[src/logic/fec_pll_map.svh]
// Register map, field layout, reset values, divider tables and timing counts of the FEC PLL control block
`ifndef FEC_PLL_MAP_SVH
`define FEC_PLL_MAP_SVH

// Register byte addresses
`define FPL_ADDR_CTRL 8'h00
`define FPL_ADDR_STATUS 8'h04
`define FPL_ADDR_IRQ_STAT 8'h08
`define FPL_ADDR_IRQ_MASK 8'h0C
`define FPL_ADDR_DIVIDERS 8'h10

// Control register fields
`define FPL_CTRL_REF_BIT 0
`define FPL_CTRL_RATIO_LSB 1
`define FPL_CTRL_FIN_LO_BIT 3
`define FPL_CTRL_FIN_HI_BIT 4
`define FPL_CTRL_PSEL_LSB 5
`define FPL_CTRL_NBW_BIT 8
`define FPL_CTRL_RESET 9'h040

// Status, interrupt and divider readback fields
`define FPL_STAT_LOL_BIT 0
`define FPL_STAT_REF_BIT 1
`define FPL_STAT_TRI_BIT 2
`define FPL_IRQ_LOST_BIT 0
`define FPL_IRQ_REGAIN_BIT 1
`define FPL_IRQ_MASK_RESET 2'h0
`define FPL_DIV_FB_LSB 0
`define FPL_DIV_RFEC_LSB 16
`define FPL_DIV_P_LSB 24

// Ratio tables, indexed by the ratio select code
`define FPL_MFEC_0X 7'h4F
`define FPL_MFEC_1X 7'h54
`define FPL_RFEC_00 7'h55
`define FPL_RFEC_01 7'h4F
`define FPL_RFEC_10 7'h5A
`define FPL_RFEC_11 7'h54

// Input divider table, indexed by {hi, lo}
`define FPL_MFIN_00 6'h01
`define FPL_MFIN_01 6'h04
`define FPL_MFIN_10 6'h08
`define FPL_MFIN_11 6'h20

// Post divider values and the tristate code
`define FPL_P_1 6'h01
`define FPL_P_4 6'h04
`define FPL_P_8 6'h08
`define FPL_P_32 6'h20
`define FPL_PSEL_TRI 3'h7

// Lock detector timing
`define FPL_CLK_PERIOD_PS 5000
`define FPL_LOL_ASSERT_NS 4
`define FPL_LOL_RELEASE_NS 2
`define FPL_LOL_ASSERT_CYC ((`FPL_LOL_ASSERT_NS * 1000) / `FPL_CLK_PERIOD_PS + 1)
`define FPL_LOL_RELEASE_CYC ((`FPL_LOL_RELEASE_NS * 1000 + `FPL_CLK_PERIOD_PS - 1) / `FPL_CLK_PERIOD_PS)
`define FPL_MISS_LIMIT 12'hFFF

`endif

[src/logic/fec_pll_pkg.sv]
// Types shared by the FEC PLL control block
package fec_pll_pkg;
  typedef enum logic [1:0] {
    LK_IDLE = 2'h0,
    LK_WAIT_FB = 2'h1,
    LK_WAIT_REF = 2'h3
  } lock_state_type;
endpackage

[src/logic/fec_pll_ctrl.sv]
// FEC PLL control: reference mux, ratio dividers, post divider, lock loss detector, APB registers
//
// The placing of the registers and the APB slave port were decided locally.
`timescale 1ns/1ps
`include "fec_pll_map.svh"
module fec_pll_ctrl #(
  parameter logic [11:0] MISS_LIMIT = `FPL_MISS_LIMIT
) (
  // Clock and reset
  input wire logic I_CLOCK,
  input wire logic I_SYS_RST,
  // APB slave
  input wire logic I_PSEL,
  input wire logic I_PENABLE,
  input wire logic I_PWRITE,
  input wire logic [7:0] I_PADDR,
  input wire logic [31:0] I_PWDATA,
  input wire logic [3:0] I_PSTRB,
  output logic [31:0] O_PRDATA,
  output logic O_PREADY,
  output logic O_PSLVERR,
  // Reference and oscillator pins
  input wire logic I_REF_IN_A,
  input wire logic I_REF_IN_B,
  input wire logic I_OSC_IN,
  // Loop control to the analog core
  output logic O_PUMP_UP,
  output logic O_PUMP_DN,
  output logic O_BW_NARROW,
  // Output clock pins
  output logic O_CLOCK_OUT_POS,
  output logic O_CLOCK_OUT_NEG,
  output logic O_CLOCK_OUT_OE,
  // Status and interrupt
  output logic O_LOCK_LOSS_FLAG,
  output logic O_IRQ
);
  // Pin synchronisers and rising-edge detect
  logic [2:0] pin_in;
  logic [2:0] meta_reg;
  logic [2:0] sync_reg;
  logic [2:0] prev_reg;
  logic [2:0] rise;

  assign pin_in = {I_OSC_IN, I_REF_IN_B, I_REF_IN_A};

  always_ff @(posedge I_CLOCK or posedge I_SYS_RST) begin
    if (I_SYS_RST) begin
      meta_reg <= 3'h0;
      sync_reg <= 3'h0;
      prev_reg <= 3'h0;
    end else begin
      meta_reg <= pin_in;
      sync_reg <= meta_reg;
      prev_reg <= sync_reg;
    end
  end

  genvar g;
  generate
    for (g = 0; g < 3; g++) begin : g_sync
      assign rise[g] = sync_reg[g] & ~prev_reg[g];
    end
  endgenerate

  // Control decode
  logic [8:0] ctrl_reg;
  logic ref_choice;
  logic [1:0] ratio_sel;
  logic [1:0] fin_sel;
  logic [2:0] out_sel;
  logic [6:0] mfec_val;
  logic [6:0] rfec_val;
  logic [5:0] mfin_val;
  logic [5:0] p_val;
  logic [12:0] fb_div;
  logic out_tri;
  logic ref_edge;

  assign ref_choice = ctrl_reg[`FPL_CTRL_REF_BIT];
  assign ratio_sel = ctrl_reg[`FPL_CTRL_RATIO_LSB +: 2];
  assign fin_sel = {ctrl_reg[`FPL_CTRL_FIN_HI_BIT], ctrl_reg[`FPL_CTRL_FIN_LO_BIT]};
  assign out_sel = ctrl_reg[`FPL_CTRL_PSEL_LSB +: 3];
  assign ref_edge = ref_choice ? rise[1] : rise[0];
  assign mfec_val = ratio_sel[1] ? `FPL_MFEC_1X : `FPL_MFEC_0X;
  assign rfec_val = (ratio_sel == 2'h0) ? `FPL_RFEC_00 :
                    (ratio_sel == 2'h1) ? `FPL_RFEC_01 :
                    (ratio_sel == 2'h2) ? `FPL_RFEC_10 : `FPL_RFEC_11;
  assign mfin_val = (fin_sel == 2'h0) ? `FPL_MFIN_00 :
                    (fin_sel == 2'h1) ? `FPL_MFIN_01 :
                    (fin_sel == 2'h2) ? `FPL_MFIN_10 : `FPL_MFIN_11;
  // Feedback divides the oscillator by input divider times feedback ratio
  assign fb_div = 13'(mfin_val) * 13'(mfec_val);
  assign p_val = (out_sel == 3'h2) ? `FPL_P_1 :
                 (out_sel == 3'h3 || out_sel == 3'h5) ? `FPL_P_4 :
                 (out_sel == 3'h4 || out_sel == 3'h6) ? `FPL_P_8 : `FPL_P_32;
  assign out_tri = out_sel == `FPL_PSEL_TRI;

  // Reference, feedback and post dividers
  logic ref_tick;
  logic fb_tick;
  logic post_high;

  pulse_divider #(.W(7)) u_ref_div (
    .i_clk(I_CLOCK),
    .i_rst(I_SYS_RST),
    .i_edge(ref_edge),
    .i_div(rfec_val),
    .o_tick(ref_tick),
    .o_high()
  );

  pulse_divider #(.W(13)) u_fb_div (
    .i_clk(I_CLOCK),
    .i_rst(I_SYS_RST),
    .i_edge(rise[2]),
    .i_div(fb_div),
    .o_tick(fb_tick),
    .o_high()
  );

  pulse_divider #(.W(6)) u_post_div (
    .i_clk(I_CLOCK),
    .i_rst(I_SYS_RST),
    .i_edge(rise[2]),
    .i_div(p_val),
    .o_tick(),
    .o_high(post_high)
  );

  // Lock detector: measures edge distance per comparison cycle
  fec_pll_pkg::lock_state_type state_reg;
  fec_pll_pkg::lock_state_type state_next;
  logic [11:0] diff_reg;
  logic [11:0] diff_next;
  logic [11:0] meas;
  logic done;
  logic miss;
  logic lol_reg;
  logic lol_next;

  always_comb begin
    state_next = state_reg;
    diff_next = diff_reg;
    meas = diff_reg;
    done = 1'b0;
    miss = 1'b0;
    case (state_reg)
      fec_pll_pkg::LK_IDLE: begin
        if (ref_tick && fb_tick) begin
          done = 1'b1;
          meas = 12'h000;
        end else if (ref_tick) begin
          state_next = fec_pll_pkg::LK_WAIT_FB;
          diff_next = 12'h001;
        end else if (fb_tick) begin
          state_next = fec_pll_pkg::LK_WAIT_REF;
          diff_next = 12'h001;
        end
      end
      fec_pll_pkg::LK_WAIT_FB: begin
        if (fb_tick) begin
          done = 1'b1;
          state_next = fec_pll_pkg::LK_IDLE;
        end else if (ref_tick || diff_reg == MISS_LIMIT) begin
          miss = 1'b1;
          state_next = ref_tick ? fec_pll_pkg::LK_WAIT_FB : fec_pll_pkg::LK_IDLE;
          diff_next = 12'h001;
        end else begin
          diff_next = diff_reg + 12'h001;
        end
      end
      fec_pll_pkg::LK_WAIT_REF: begin
        if (ref_tick) begin
          done = 1'b1;
          state_next = fec_pll_pkg::LK_IDLE;
        end else if (fb_tick || diff_reg == MISS_LIMIT) begin
          miss = 1'b1;
          state_next = fb_tick ? fec_pll_pkg::LK_WAIT_REF : fec_pll_pkg::LK_IDLE;
          diff_next = 12'h001;
        end else begin
          diff_next = diff_reg + 12'h001;
        end
      end
      default: begin
        state_next = fec_pll_pkg::LK_IDLE;
        diff_next = 12'h000;
      end
    endcase
  end

  // Assert above the upper threshold, release below the lower, else hold
  assign lol_next = (miss || (done && meas >= 12'(`FPL_LOL_ASSERT_CYC))) ? 1'b1 :
                    (done && meas < 12'(`FPL_LOL_RELEASE_CYC)) ? 1'b0 : lol_reg;

  // APB decode
  logic setup;
  logic addr_hit;
  logic wr_en;
  logic wr_ctrl;
  logic wr_stat;
  logic wr_mask;
  logic [31:0] rd_mux;
  logic [8:0] ctrl_next;
  logic [1:0] mask_reg;
  logic [1:0] mask_next;
  logic [1:0] irq_stat_reg;
  logic [1:0] irq_stat_next;
  logic [1:0] w1c;
  logic [1:0] events;
  logic pready_reg;
  logic pslverr_reg;
  logic [31:0] prdata_reg;

  assign setup = I_PSEL & ~I_PENABLE;
  assign addr_hit = (I_PADDR == `FPL_ADDR_CTRL) | (I_PADDR == `FPL_ADDR_STATUS) |
                    (I_PADDR == `FPL_ADDR_IRQ_STAT) | (I_PADDR == `FPL_ADDR_IRQ_MASK) |
                    (I_PADDR == `FPL_ADDR_DIVIDERS);
  assign wr_en = I_PSEL & I_PENABLE & I_PWRITE & pready_reg & addr_hit;
  assign wr_ctrl = wr_en & (I_PADDR == `FPL_ADDR_CTRL);
  assign wr_stat = wr_en & (I_PADDR == `FPL_ADDR_IRQ_STAT) & I_PSTRB[0];
  assign wr_mask = wr_en & (I_PADDR == `FPL_ADDR_IRQ_MASK) & I_PSTRB[0];
  assign rd_mux = (I_PADDR == `FPL_ADDR_CTRL) ? {23'h000000, ctrl_reg} :
                  (I_PADDR == `FPL_ADDR_STATUS) ? {29'h00000000, out_tri, ref_choice, lol_reg} :
                  (I_PADDR == `FPL_ADDR_IRQ_STAT) ? {30'h00000000, irq_stat_reg} :
                  (I_PADDR == `FPL_ADDR_IRQ_MASK) ? {30'h00000000, mask_reg} :
                  (I_PADDR == `FPL_ADDR_DIVIDERS) ? {2'h0, p_val, 1'h0, rfec_val, 3'h0, fb_div} : 32'h00000000;
  assign ctrl_next[7:0] = (wr_ctrl && I_PSTRB[0]) ? I_PWDATA[7:0] : ctrl_reg[7:0];
  assign ctrl_next[8] = (wr_ctrl && I_PSTRB[1]) ? I_PWDATA[8] : ctrl_reg[8];
  assign mask_next = wr_mask ? I_PWDATA[1:0] : mask_reg;
  assign w1c = wr_stat ? I_PWDATA[1:0] : 2'h0;
  assign events = {~lol_next & lol_reg, lol_next & ~lol_reg};
  // New event wins over a clear in the same cycle
  assign irq_stat_next = (irq_stat_reg & ~w1c) | events;

  // Output clock level before the output flops
  logic out_level;
  assign out_level = (p_val == `FPL_P_1) ? sync_reg[2] : post_high;

  // Output clock and status flops
  logic clk_p_reg;
  logic clk_n_reg;
  logic oe_reg;
  logic pump_up_reg;
  logic pump_dn_reg;
  logic nbw_reg;
  logic irq_reg;

  always_ff @(posedge I_CLOCK or posedge I_SYS_RST) begin
    if (I_SYS_RST) begin
      clk_p_reg <= 1'b0;
      clk_n_reg <= 1'b0;
      oe_reg <= 1'b0;
      pump_up_reg <= 1'b0;
      pump_dn_reg <= 1'b0;
      nbw_reg <= 1'b0;
    end else begin
      clk_p_reg <= ~out_tri & out_level;
      clk_n_reg <= ~out_tri & ~out_level;
      oe_reg <= ~out_tri;
      pump_up_reg <= state_next == fec_pll_pkg::LK_WAIT_FB;
      pump_dn_reg <= state_next == fec_pll_pkg::LK_WAIT_REF;
      nbw_reg <= ctrl_reg[`FPL_CTRL_NBW_BIT];
    end
  end

  always_ff @(posedge I_CLOCK or posedge I_SYS_RST) begin
    if (I_SYS_RST) begin
      state_reg <= fec_pll_pkg::LK_IDLE;
      diff_reg <= 12'h000;
      lol_reg <= 1'b1;
    end else begin
      state_reg <= state_next;
      diff_reg <= diff_next;
      lol_reg <= lol_next;
    end
  end

  always_ff @(posedge I_CLOCK or posedge I_SYS_RST) begin
    if (I_SYS_RST) begin
      ctrl_reg <= `FPL_CTRL_RESET;
      mask_reg <= `FPL_IRQ_MASK_RESET;
      irq_stat_reg <= 2'h0;
      irq_reg <= 1'b0;
      pready_reg <= 1'b0;
      pslverr_reg <= 1'b0;
      prdata_reg <= 32'h00000000;
    end else begin
      ctrl_reg <= ctrl_next;
      mask_reg <= mask_next;
      irq_stat_reg <= irq_stat_next;
      irq_reg <= |(irq_stat_reg & mask_reg);
      pready_reg <= setup;
      pslverr_reg <= setup & ~addr_hit;
      prdata_reg <= (setup && !I_PWRITE) ? rd_mux : 32'h00000000;
    end
  end

  assign O_PRDATA = prdata_reg;
  assign O_PREADY = pready_reg;
  assign O_PSLVERR = pslverr_reg;
  assign O_PUMP_UP = pump_up_reg;
  assign O_PUMP_DN = pump_dn_reg;
  assign O_BW_NARROW = nbw_reg;
  assign O_CLOCK_OUT_POS = clk_p_reg;
  assign O_CLOCK_OUT_NEG = clk_n_reg;
  assign O_CLOCK_OUT_OE = oe_reg;
  assign O_LOCK_LOSS_FLAG = lol_reg;
  assign O_IRQ = irq_reg;
endmodule // fec_pll_ctrl

[src/logic/pulse_divider.sv]
// Edge-counting divider: one tick per i_div source edges and a half-period level
`timescale 1ns/1ps
module pulse_divider #(
  parameter int W = 8
) (
  // Clock and reset
  input wire logic i_clk,
  input wire logic i_rst,
  // Source edge and divide value
  input wire logic i_edge,
  input wire logic [W-1:0] i_div,
  // Divided outputs
  output logic o_tick,
  output logic o_high
);
  logic [W-1:0] count_reg;
  logic [W-1:0] count_next;
  logic tick_reg;
  logic high_reg;
  logic wrap;

  assign wrap = count_reg >= (i_div - W'(1));
  assign count_next = !i_edge ? count_reg : (wrap ? '0 : count_reg + W'(1));

  always_ff @(posedge i_clk or posedge i_rst) begin
    if (i_rst) begin
      count_reg <= '0;
      tick_reg <= 1'b0;
      high_reg <= 1'b0;
    end else begin
      count_reg <= count_next;
      tick_reg <= i_edge & wrap;
      high_reg <= count_next < (i_div >> 1);
    end
  end

  assign o_tick = tick_reg;
  assign o_high = high_reg;
endmodule // pulse_divider

[config.mk]
export PLATFORM = sky130hd
export DESIGN_NAME = fec_pll_ctrl
export DESIGN_NICKNAME = d
export VERILOG_FILES = /design/src/logic/fec_pll_pkg.sv /design/src/logic/fec_pll_ctrl.sv /design/src/logic/pulse_divider.sv
export VERILOG_INCLUDE_DIRS = /design/src /design/src/logic
export SDC_FILE = /design/constraint.sdc
export NUM_CORES = 1
export LEC_CHECK = 0
export BUFFER_PORTS_ARGS = -buffer_cell sky130_fd_sc_hd__buf_4
export CAP_MARGIN = 25
export CORE_MARGIN = 4
export CORE_UTILIZATION = 52
export CTS_CLUSTER_DIAMETER = 200
export CTS_CLUSTER_SIZE = 25
export DETAILED_ROUTE_END_ITERATION = 6
export PLACE_DENSITY_LB_ADDON = 0.25
export SLEW_MARGIN = 10
export SYNTH_ARGS = -nofsm -noshare
export SYNTH_HDL_FRONTEND = slang
export SYNTH_SLANG_ARGS = --single-unit
[constraint.sdc]
create_clock -name I_CLOCK -period 4.6 [get_ports I_CLOCK]
set_input_delay 0.92 -clock I_CLOCK [delete_from_list [all_inputs] [get_ports I_CLOCK]]
set_output_delay 0.92 -clock I_CLOCK [all_outputs]
set_load 0.05 [all_outputs]
Word level (Yosys, flattened, before mapping)
Cells that the tools add are included.
- $add $sub $neg: 7
- $mul: 1
- $lt $le $gt $ge: 6
- eq/ne operators: 24
- muxes and demuxes: 54
- bitwise operators: 37
- reduce and logical (&&, ||, !) cells: 18
- operators by type and width (kind ; number):
    30-bit 2-to-1 mux ; 6
    12-bit 2-to-1 mux ; 9
    6-bit 2-to-1 mux ; 8
    12-bit one-hot mux with 3 select lines ; 1
    1-bit AND ; 20
    2-bit 2-to-1 mux ; 9
    8-bit by 4-bit == test with 1-bit output, second input constant ; 2
    5-bit 2-to-1 mux ; 3
    13-bit by 1-bit adder with 13-bit output, second input constant ; 1
    13-bit greater-or-equal comparator ; 1
    6-bit by 7-bit multiplier with 13-bit output ; 1
    13-bit 2-to-1 mux ; 1
    13-bit by 1-bit subtractor with 13-bit output, second input constant ; 1
    12-bit by 1-bit adder with 12-bit output, second input constant ; 1
    12-bit == test, second input constant ; 1
    3-bit == test, second input constant ; 4
    12-bit by 1-bit greater-or-equal comparator with 1-bit output, second input constant ; 1
    12-bit by 1-bit less-than comparator with 1-bit output, second input constant ; 1
    1-bit 2-to-1 mux ; 12
    1-bit NOT ; 9
    2-bit by 1-bit == test with 1-bit output, second input constant ; 4
    2-bit == test, second input constant ; 4
    8-bit by 3-bit == test with 1-bit output, second input constant ; 1
    8-bit by 5-bit == test with 1-bit output, second input constant ; 1
    other kinds (27) ; 45
- bits in registers: 105
- bits of input ports: 52
- output and inout port bits: 42

Logic depth before layout (Yosys ltp)
Gate-level depths: netlist of the first run.
- depth in word-level cells: 12
- mapped depth: 23
- mapped depth without buffers: 21

Hierarchy
Synthesis of the first run repeated with hierarchy kept, for this count alone.
- cells, all modules: 691
- area total of the unflattened synthesis: 6631.4 µm²
- modules (own cells, without submodules) (module ; times used ; cells an instance ; area each (µm²) ; seq. area each (µm²)):
    fec_pll_ctrl ; 1 ; 352 ; 3677.3 ; 1704.1
    pulse_divider at u_fb_div ; 1 ; 178 ; 1487.7 ; 375.4
    pulse_divider at u_ref_div ; 1 ; 86 ; 764.5 ; 225.2
    pulse_divider at u_post_div ; 1 ; 75 ; 701.9 ; 200.2

Worst setup path after synthesis of the first run
No wires, ideal clock.
- path type: flip-flop to flip-flop
- from: register ctrl_reg[2]
- to: register u_fb_div.count_reg[10]
- library setup time: 0.072 ns
- data arrival time: 4.937 ns
- data required time: 4.528 ns
- setup slack: -0.409 ns
- stages on the path, launching flop included: 22
- path buffers: 2
- clock period less this slack: 5.009 ns
- cell sequence: dfrtp_1 inv_1 clkbuf_1 nor2_1 ha_1 ha_1 fa_1 ha_1 nand2_1 o41ai_2 xor2_1 or4_4 nor2_8 nand2_1 a311oi_2 ha_1 nand4_1 nor3_1 a221oi_2 nor2_1 clkbuf_1 nor2_1
- word-level cells in the longest chain between the ends: 5
- ends and longest elaborated chain (item ; RTL line ; RTL):
    start, declared ; fec_pll_ctrl.sv:67 ; logic [8:0] ctrl_reg;
    start signal, assigned ; fec_pll_ctrl.sv:281 ; ctrl_reg <= `FPL_CTRL_RESET;
    start signal, assigned ; fec_pll_ctrl.sv:289 ; ctrl_reg <= ctrl_next;
    5-bit 2-to-1 mux (no line) ; n/a ;
    6-bit by 7-bit multiplier with 13-bit output ; fec_pll_ctrl.sv:93 ; assign fb_div = 13'(mfin_val) * 13'(mfec_val);
    13-bit by 1-bit subtractor with 13-bit output ; pulse_divider.sv:22 ; assign wrap = count_reg >= (i_div - W'(1));
    13-bit greater-or-equal comparator ; pulse_divider.sv:22 ;
    13-bit 2-to-1 mux ; pulse_divider.sv:23 ; assign count_next = !i_edge ? count_reg : (wrap ? '0 : count_reg + W'(1));
    end signal, assigned ; pulse_divider.sv:31 ; count_reg <= count_next;
    end, declared ; pulse_divider.sv:16 ; logic [W-1:0] count_reg;
No other way between the ends.
A chain may end at the register's enable or synchronous reset.

Worst setup path after layout of the first run
- from: register ctrl_reg[4]
- to: register u_fb_div.count_reg[2]
- word-level cells in the longest chain between the ends: 8
- elaborated cells on any way between the ends: 10
- classes of those cells: add/sub (1); mul (1); order compare (1); eq/ne (2); mux (4); reduce/logical (1)
- ends and longest elaborated chain (item ; RTL line ; RTL):
    2-bit == test ; fec_pll_ctrl.sv:91 ; (fin_sel == 2'h2) ? `FPL_MFIN_10 : `FPL_MFIN_11;
    6-bit 2-to-1 mux (no line) (2 in a row) ; n/a ;
    6-bit 2-to-1 mux (no line) (*) ; n/a ;
    6-bit by 7-bit multiplier with 13-bit output (*) ; fec_pll_ctrl.sv:93 ;
    13-bit by 1-bit subtractor with 13-bit output (*) ; pulse_divider.sv:22 ;
    13-bit greater-or-equal comparator (*) ; pulse_divider.sv:22 ;
    13-bit 2-to-1 mux (*) ; pulse_divider.sv:23 ;
Every way passes the cells marked *; elsewhere a longest branch is shown, timed or not.

==> results of run 1 <==
[path summary, 6_finish.rpt]
kind / start / to / cells after the start
worst min register to register: meta_reg[0] / sync_reg[0] / 0
worst max register to register: ctrl_reg[4] / u_fb_div.count_reg[2] / 23
worst max-delay path: ctrl_reg[4] / u_fb_div.count_reg[2] / 23
max in group asynchronous: I_SYS_RST / O_CLOCK_OUT_POS / 3
min in group asynchronous: I_SYS_RST / diff_reg[8] / 2
worst min-delay path: meta_reg[0] / sync_reg[0] / 0
[layout make-up]
class,count,share of cell area (%)
multi-input cells,449,46.6
flip-flops and latches,97,34.9
repair buffers,105,11.5
well taps,140,2.51
clock buffers,10,1.97
inverters,32,1.76
clock inverters,6,0.789
[synth_stat cells, types with 13 or more instances]
cell and number:
nand2_1 49, xnor2_1 20, nor2_1 67, o21ai_0 29, inv_1 32, nor2b_1 13
ha_1 52, nand3_1 20, nor3_1 13, dfrtp_1 95, xor2_1 17, a21oi_1 25
[critical path, cell delays in order (launching register included)]
cell and delay [ns]:
dfrtp_1 0.42, buf_6 0.13, nor2b_4 0.11, inv_2 0.04, nor2_1 0.08, ha_1 0.25
ha_2 0.18, a21o_1 0.16, fa_1 0.48, ha_4 0.32, nand2_4 0.05, o41ai_4 0.25
xor2_1 0.14, or4_4 0.58, nor2_8 0.14, buf_6 0.10, xor2_1 0.13, ha_1 0.27
a21o_1 0.16, a21o_1 0.19, a221oi_4 0.28, buf_6 0.16, nand3_2 0.07, mux2i_1 0.16
[report_power, final]
group          internal, uW  total, uW  leakage (uW)  switching [uW]
Sequential              977       1130       0.00126             151
Clock                   224        551     0.0000986             327
Combinational           293        693       0.00209             400
[kinds of logic (layout without fill, tap and decap cells)]
kind of cell             Yosys count  in the layout  synth area share, %
AO/OA/AOI/OAI                    104            104                 11.9
XOR/XNOR                          38             38                 5.95
adder cells (fa/ha/maj)           56             56                 12.8
buffers and inverters             56            153                 4.70
flip-flops                        97             97                 42.5
multiplexers                      13             13                 2.49
other                              2             12                0.131
AND/OR/NAND/NOR                  225            226                 19.6
[cells in the final DEF, fill, tap and decap left out, drive strengths merged, types with 5 or more instances in the layout]
master	n
mux2	10
nor2	70
nand2	49
a22o	7
nor3	13
buf	105
a21o	9
nor2b	13
xor2	18
and2	6
nor4	5
and3	6
a21oi	25
inv	36
a31oi	6
ha	52
clkbuf	10
or3	5
nand4	12
dfrtp	95
xnor2	20
conb	12
o21ai	30
nand2b	12
nand3	20
[routing by layer]
metal  up-vias  track usage (%)  part of all wire [%]
met5         -                0                     0
li1       2239                -                     -
met3        16             5.67                   5.5
met4         0             7.21                   1.7
met1      2195             27.0                    44
met2        90             34.1                    48
[through the flow]
step           util, %  hold slack [ns]
3_5_place_dp      60.9            0.340
2_1_floorplan        -            0.331
4_1_cts           64.3            0.364
6_report          64.6            0.360
3_3_place_gp      60.9            0.339
5_1_grt           64.6            0.369
[repair_timing]
action / in CTS / in global routing
cloned: 1 / 0
resized for setup: 23 / 6
pin swaps: 16 / 3
endpoints found under the setup margin: 14 / 14
buffers inserted: 7 / 1
==> metrics.txt, run 1 <==
Fin Clk Skew 0.0125 ns; post-synthesis sequential area ratio 42.5%; RSZ-0062 raised after global routing yes; YS warnings 0; data required time of the worst path 4.91 ns; routed via count 4,540; Synth top area share 41.5%; worst path arrival time 5.24 ns; Vias/cell 5.41; Post-Route WL 12,500 um; minimum clock period after layout 4.93 ns; failing checks setup timing; FF+latch count, synth 97; post-route ant nets 0; outcome complete, but fails checks; hold buffer count at CTS 0; initial antenna violation count 0; Hold Fails Final Rpt 0; Die H 113 um; fin crit share 107%; clock-pin slew on the worst setup and hold paths 0.10 ns; cts bufs inserted 9; largest net degree at the start of global routing 72; Clock Tree Root clkbuf_8; Die Footprint 12,700 um2; first-pass GRT wire length 21,700 um; LEAKAGE 0.00345 uW; fin area 6970 um2; Die Wd 113 um; Overall Power 2370 uW; H-Tree Depth 3; Post-synth EDFFs 0; Slew Limit Fails 0; clock insertion delay at the later pin of the skew report 0.39 ns; Initial DRC Count 249; Site Rows 38; antenna diode count 0; I/O Pins 94; Detail Placement HPWL 9230 um; vias in the first global route 4,638; number of max-cap violations 0; R2R setup slack -0.33 ns; footprint of the multi-input gates 3250 um2; grt total ovfl 0; Initial Util 53.0%; DP Worst Slack -0.690 ns; Setup WS post-layout -0.334 ns; Slew @ Worst Pin 0.890 ns; core box area 10,800 um2; count of final setup violators 14; Area contributors post-synth dfrtp_1 42%, ha_1 11%, nor2_1 4.4%; Finished Layout Cells 839; Pre-antenna DRT Iters 4; routed length per placed instance 14.9 um; routability cong. 0.859; max_slew headroom 40.5%; worst-path fanout max 5; Critical Path Start Type flip-flop; Max clock buf depth 2; Syn-to-layout area delta 21.9%; area occupied by registers 2430 um2; max reg flops 22; CTS tree yes; ys async rst share 100%; dpl cells 814; Crit Path Category reg2reg; Setup TNS -3.59 ns; Cell Pwr Density 340 nW/um2; NumNets Final 802; ys flop type dfrtp_1; Mapped Area 5720 um2; CP endpoint kind flip-flop; layout cells sized above 1 25.6%; All-Layer GR Usage 20.9%; DP Area 6570 um2; Synth area leader dfrtp_1; synthesized area per cell 9.68 um2; Post-Syn Instances 591; Hold Path Class reg2reg; peak supply drop 291 uV; Fill cells 855; # clock sinks 97; Fmax 203 MHz; I/O Buffers 59; DR DRC count 0; synth unique cells 61
Note: power is estimated with default switching activity, not from simulation.
==> run 2: changes to the inputs <==
Settings changed: CORE_UTILIZATION 52 to 57.
Clock period 4.6 ns to 4.65 ns, I/O delays scaled along.
==> metrics.txt, run 2 (synthesized netlist as in run 1, its figures left out) <==
Clock Tree Root clkbuf_8 (unchanged); Detail Placement HPWL 9600 um (was 9230 um); clock insertion delay at the later pin of the skew report 0.37 ns (was 0.39 ns); # clock sinks 97 (unchanged); routability cong. 0.867 (was 0.859); worst-path fanout max 7 (was 5); post-route ant nets 0 (unchanged); met3 wire length 538 um (was 682 um); WL met1 5730 um (was 5540 um); R2R Path End u_fb_div.count_reg[2] (unchanged); worst path arrival time 5.45 ns (was 5.24 ns); Cell Pwr Density 347 nW/um2 (was 340 nW/um2); Initial Util 58.6% (was 53.0%); layout cells sized above 1 26.1% (was 25.6%); Post-Route WL 12,800 um (was 12,500 um); commonest non-fill, non-tap cell in the layout buf_4 (unchanged); Crit Path Category reg2reg (unchanged); core box area 9770 um2 (was 10,800 um2); Finished Layout Cells 833 (was 839); slowest stage delay, CP 0.60 ns (was 0.58 ns); Die Footprint 11,700 um2 (was 12,700 um2); failing checks setup timing (unchanged); crit path from ctrl_reg[4] (unchanged); fin util 71.2% (was 64.6%); routed via count 4,592 (was 4,540); Syn-to-layout area delta 21.6% (was 21.9%); Hold Fails Final Rpt 0 (unchanged); dpl cells 807 (was 814); fin crit share 111% (was 107%); grt total ovfl 0 (unchanged); I/O Pins 94 (unchanged); R2R setup slack -0.51 ns (was -0.33 ns); CP endpoint kind flip-flop (unchanged); All-Layer GR Usage 23.5% (was 20.9%); Die Wd 108 um (was 113 um); CTS tree yes (unchanged); Site Rows 36 (was 38); largest net degree at the start of global routing 66 (was 72); DR top layer met4 (unchanged); clock-pin slew on the worst setup and hold paths 0.11 ns (was 0.10 ns); data required time of the worst path 4.95 ns (was 4.91 ns); vias in the first global route 4,697 (was 4,638); LEAKAGE 0.00346 uW (was 0.00345 uW); outcome complete, but fails checks (unchanged); Worst R2R Start ctrl_reg[4] (unchanged); Overall Power 2420 uW (was 2370 uW); Max clock buf depth 2 (unchanged); Setup WS post-layout -0.508 ns (was -0.334 ns); count of final setup violators 14 (unchanged); hold buffer count at CTS 0 (unchanged); minimum clock period after layout 5.16 ns (was 4.93 ns); Hold Path Class reg2reg (unchanged); DR DRC count 0 (unchanged); initial antenna violation count 0 (unchanged); Die H 108 um (was 113 um); max_slew headroom 37.0% (was 40.5%); Fmax 194 MHz (was 203 MHz); cts bufs inserted 9 (unchanged); routed length per placed instance 15.4 um (was 14.9 um); met2 WL 6380 um (was 6030 um); Vias/cell 5.51 (was 5.41); Crit-path slowest cell or4_4 (unchanged); Initial DRC Count 230 (was 249); fin area 6960 um2 (was 6970 um2); number of max-cap violations 0 (unchanged); peak supply drop 235 uV (was 291 uV); Fin Clk Skew 0.0108 ns (was 0.0125 ns); I/O Buffers 59 (unchanged); commonest cells after routing, fill and taps aside 103 x buf_4, 93 x dfrtp_1, 58 x nor2_1 (was 101 x buf_4, 93 x dfrtp_1, 61 x nor2_1); Slew Limit Fails 0 (unchanged); DP Area 6570 um2 (about the same); RSZ-0062 raised after global routing yes (unchanged); Worst setup endpoint u_fb_div.count_reg[2] (unchanged); antenna diode count 0 (unchanged); Pre-antenna DRT Iters 5 (was 4); Critical Path Start Type flip-flop (unchanged); H-Tree Depth 3 (unchanged); max reg flops 22 (unchanged); first-pass GRT wire length 21,900 um (was 21,700 um); Worst R2R Path Depth 25 (was 23); NumNets Final 803 (was 802); Slew @ Worst Pin 0.942 ns (was 0.890 ns)
[run 2: changes by cell type in the layout (fill, tap and decap cells not counted), sizes merged]
cell / change
inv: -2
nor2: -1
clkinv: +2
buf: +2
bufinv: +1
clkbuf: -1
[run 2: critical path: cells and delay by family (launching register included)]
kind	cells	cell delay, ns
compound gates	5	1.01
flops	1	0.44
xor+xnor	1	0.15
mux	1	0.13
simple gates	8	1.27
buf+inv	5	0.56
fa+ha+maj	5	1.53
[run 2: worst min path at each step]
stage / depth (start not counted) / from / endpoint / slack (ns)
5_1_grt: 0 / meta_reg[0] / sync_reg[0] / 0.38
2_1_floorplan: 0 / meta_reg[0] / sync_reg[0] / 0.33
4_1_cts: 0 / meta_reg[0] / sync_reg[0] / 0.36
6_report: 0 / meta_reg[0] / sync_reg[0] / 0.36
3_5_place_dp: 0 / meta_reg[0] / sync_reg[0] / 0.34
3_3_place_gp: 0 / meta_reg[1] / sync_reg[1] / 0.34
[run 2: power breakdown]
group | internal [uW] | switching, uW | total, uW
Sequential | 966 | 154 | 1120
Combinational | 310 | 410 | 720
Clock | 254 | 321 | 575
[run 2: per-stage QoR]
| stage | hold slack (ns) | setup TNS [ns] | setup slack (ns) |
|---|---|---|---|
| 2_1_floorplan | 0.331 | -1.70 | -0.169 |
| 3_3_place_gp | 0.337 | -5.33 | -0.405 |
| 3_5_place_dp | 0.340 | -6.79 | -0.519 |
| 4_1_cts | 0.363 | -6.70 | -0.516 |
| 5_1_grt | 0.379 | -9.76 | -0.732 |
| 6_report | 0.360 | -6.62 | -0.508 |
[run 2: cell type report]
class	instances	area [um2]
clock inverter	7	76.3
multi-input combinational	448	3210
tap	133	166
sequential	97	2430
clock buffer	9	124
fill	720	2810
timing repair buffer	107	827
inverter	32	123
[run 2: metal layers]
metal  GRT usage, %  up-vias
li1               -     2252
met1           31.1     2216
met2           39.8      103
met3           4.36       21
met4           6.49        0
met5              0        -
[run 2: timing repair]
item | 4_1_cts | 5_1_grt
endpoints found under the setup margin | 14 | 14
gates resized for setup | 13 | 19
setup buffers | 8 | 1
pin swaps | 6 | 24
cloned | 1 | 0
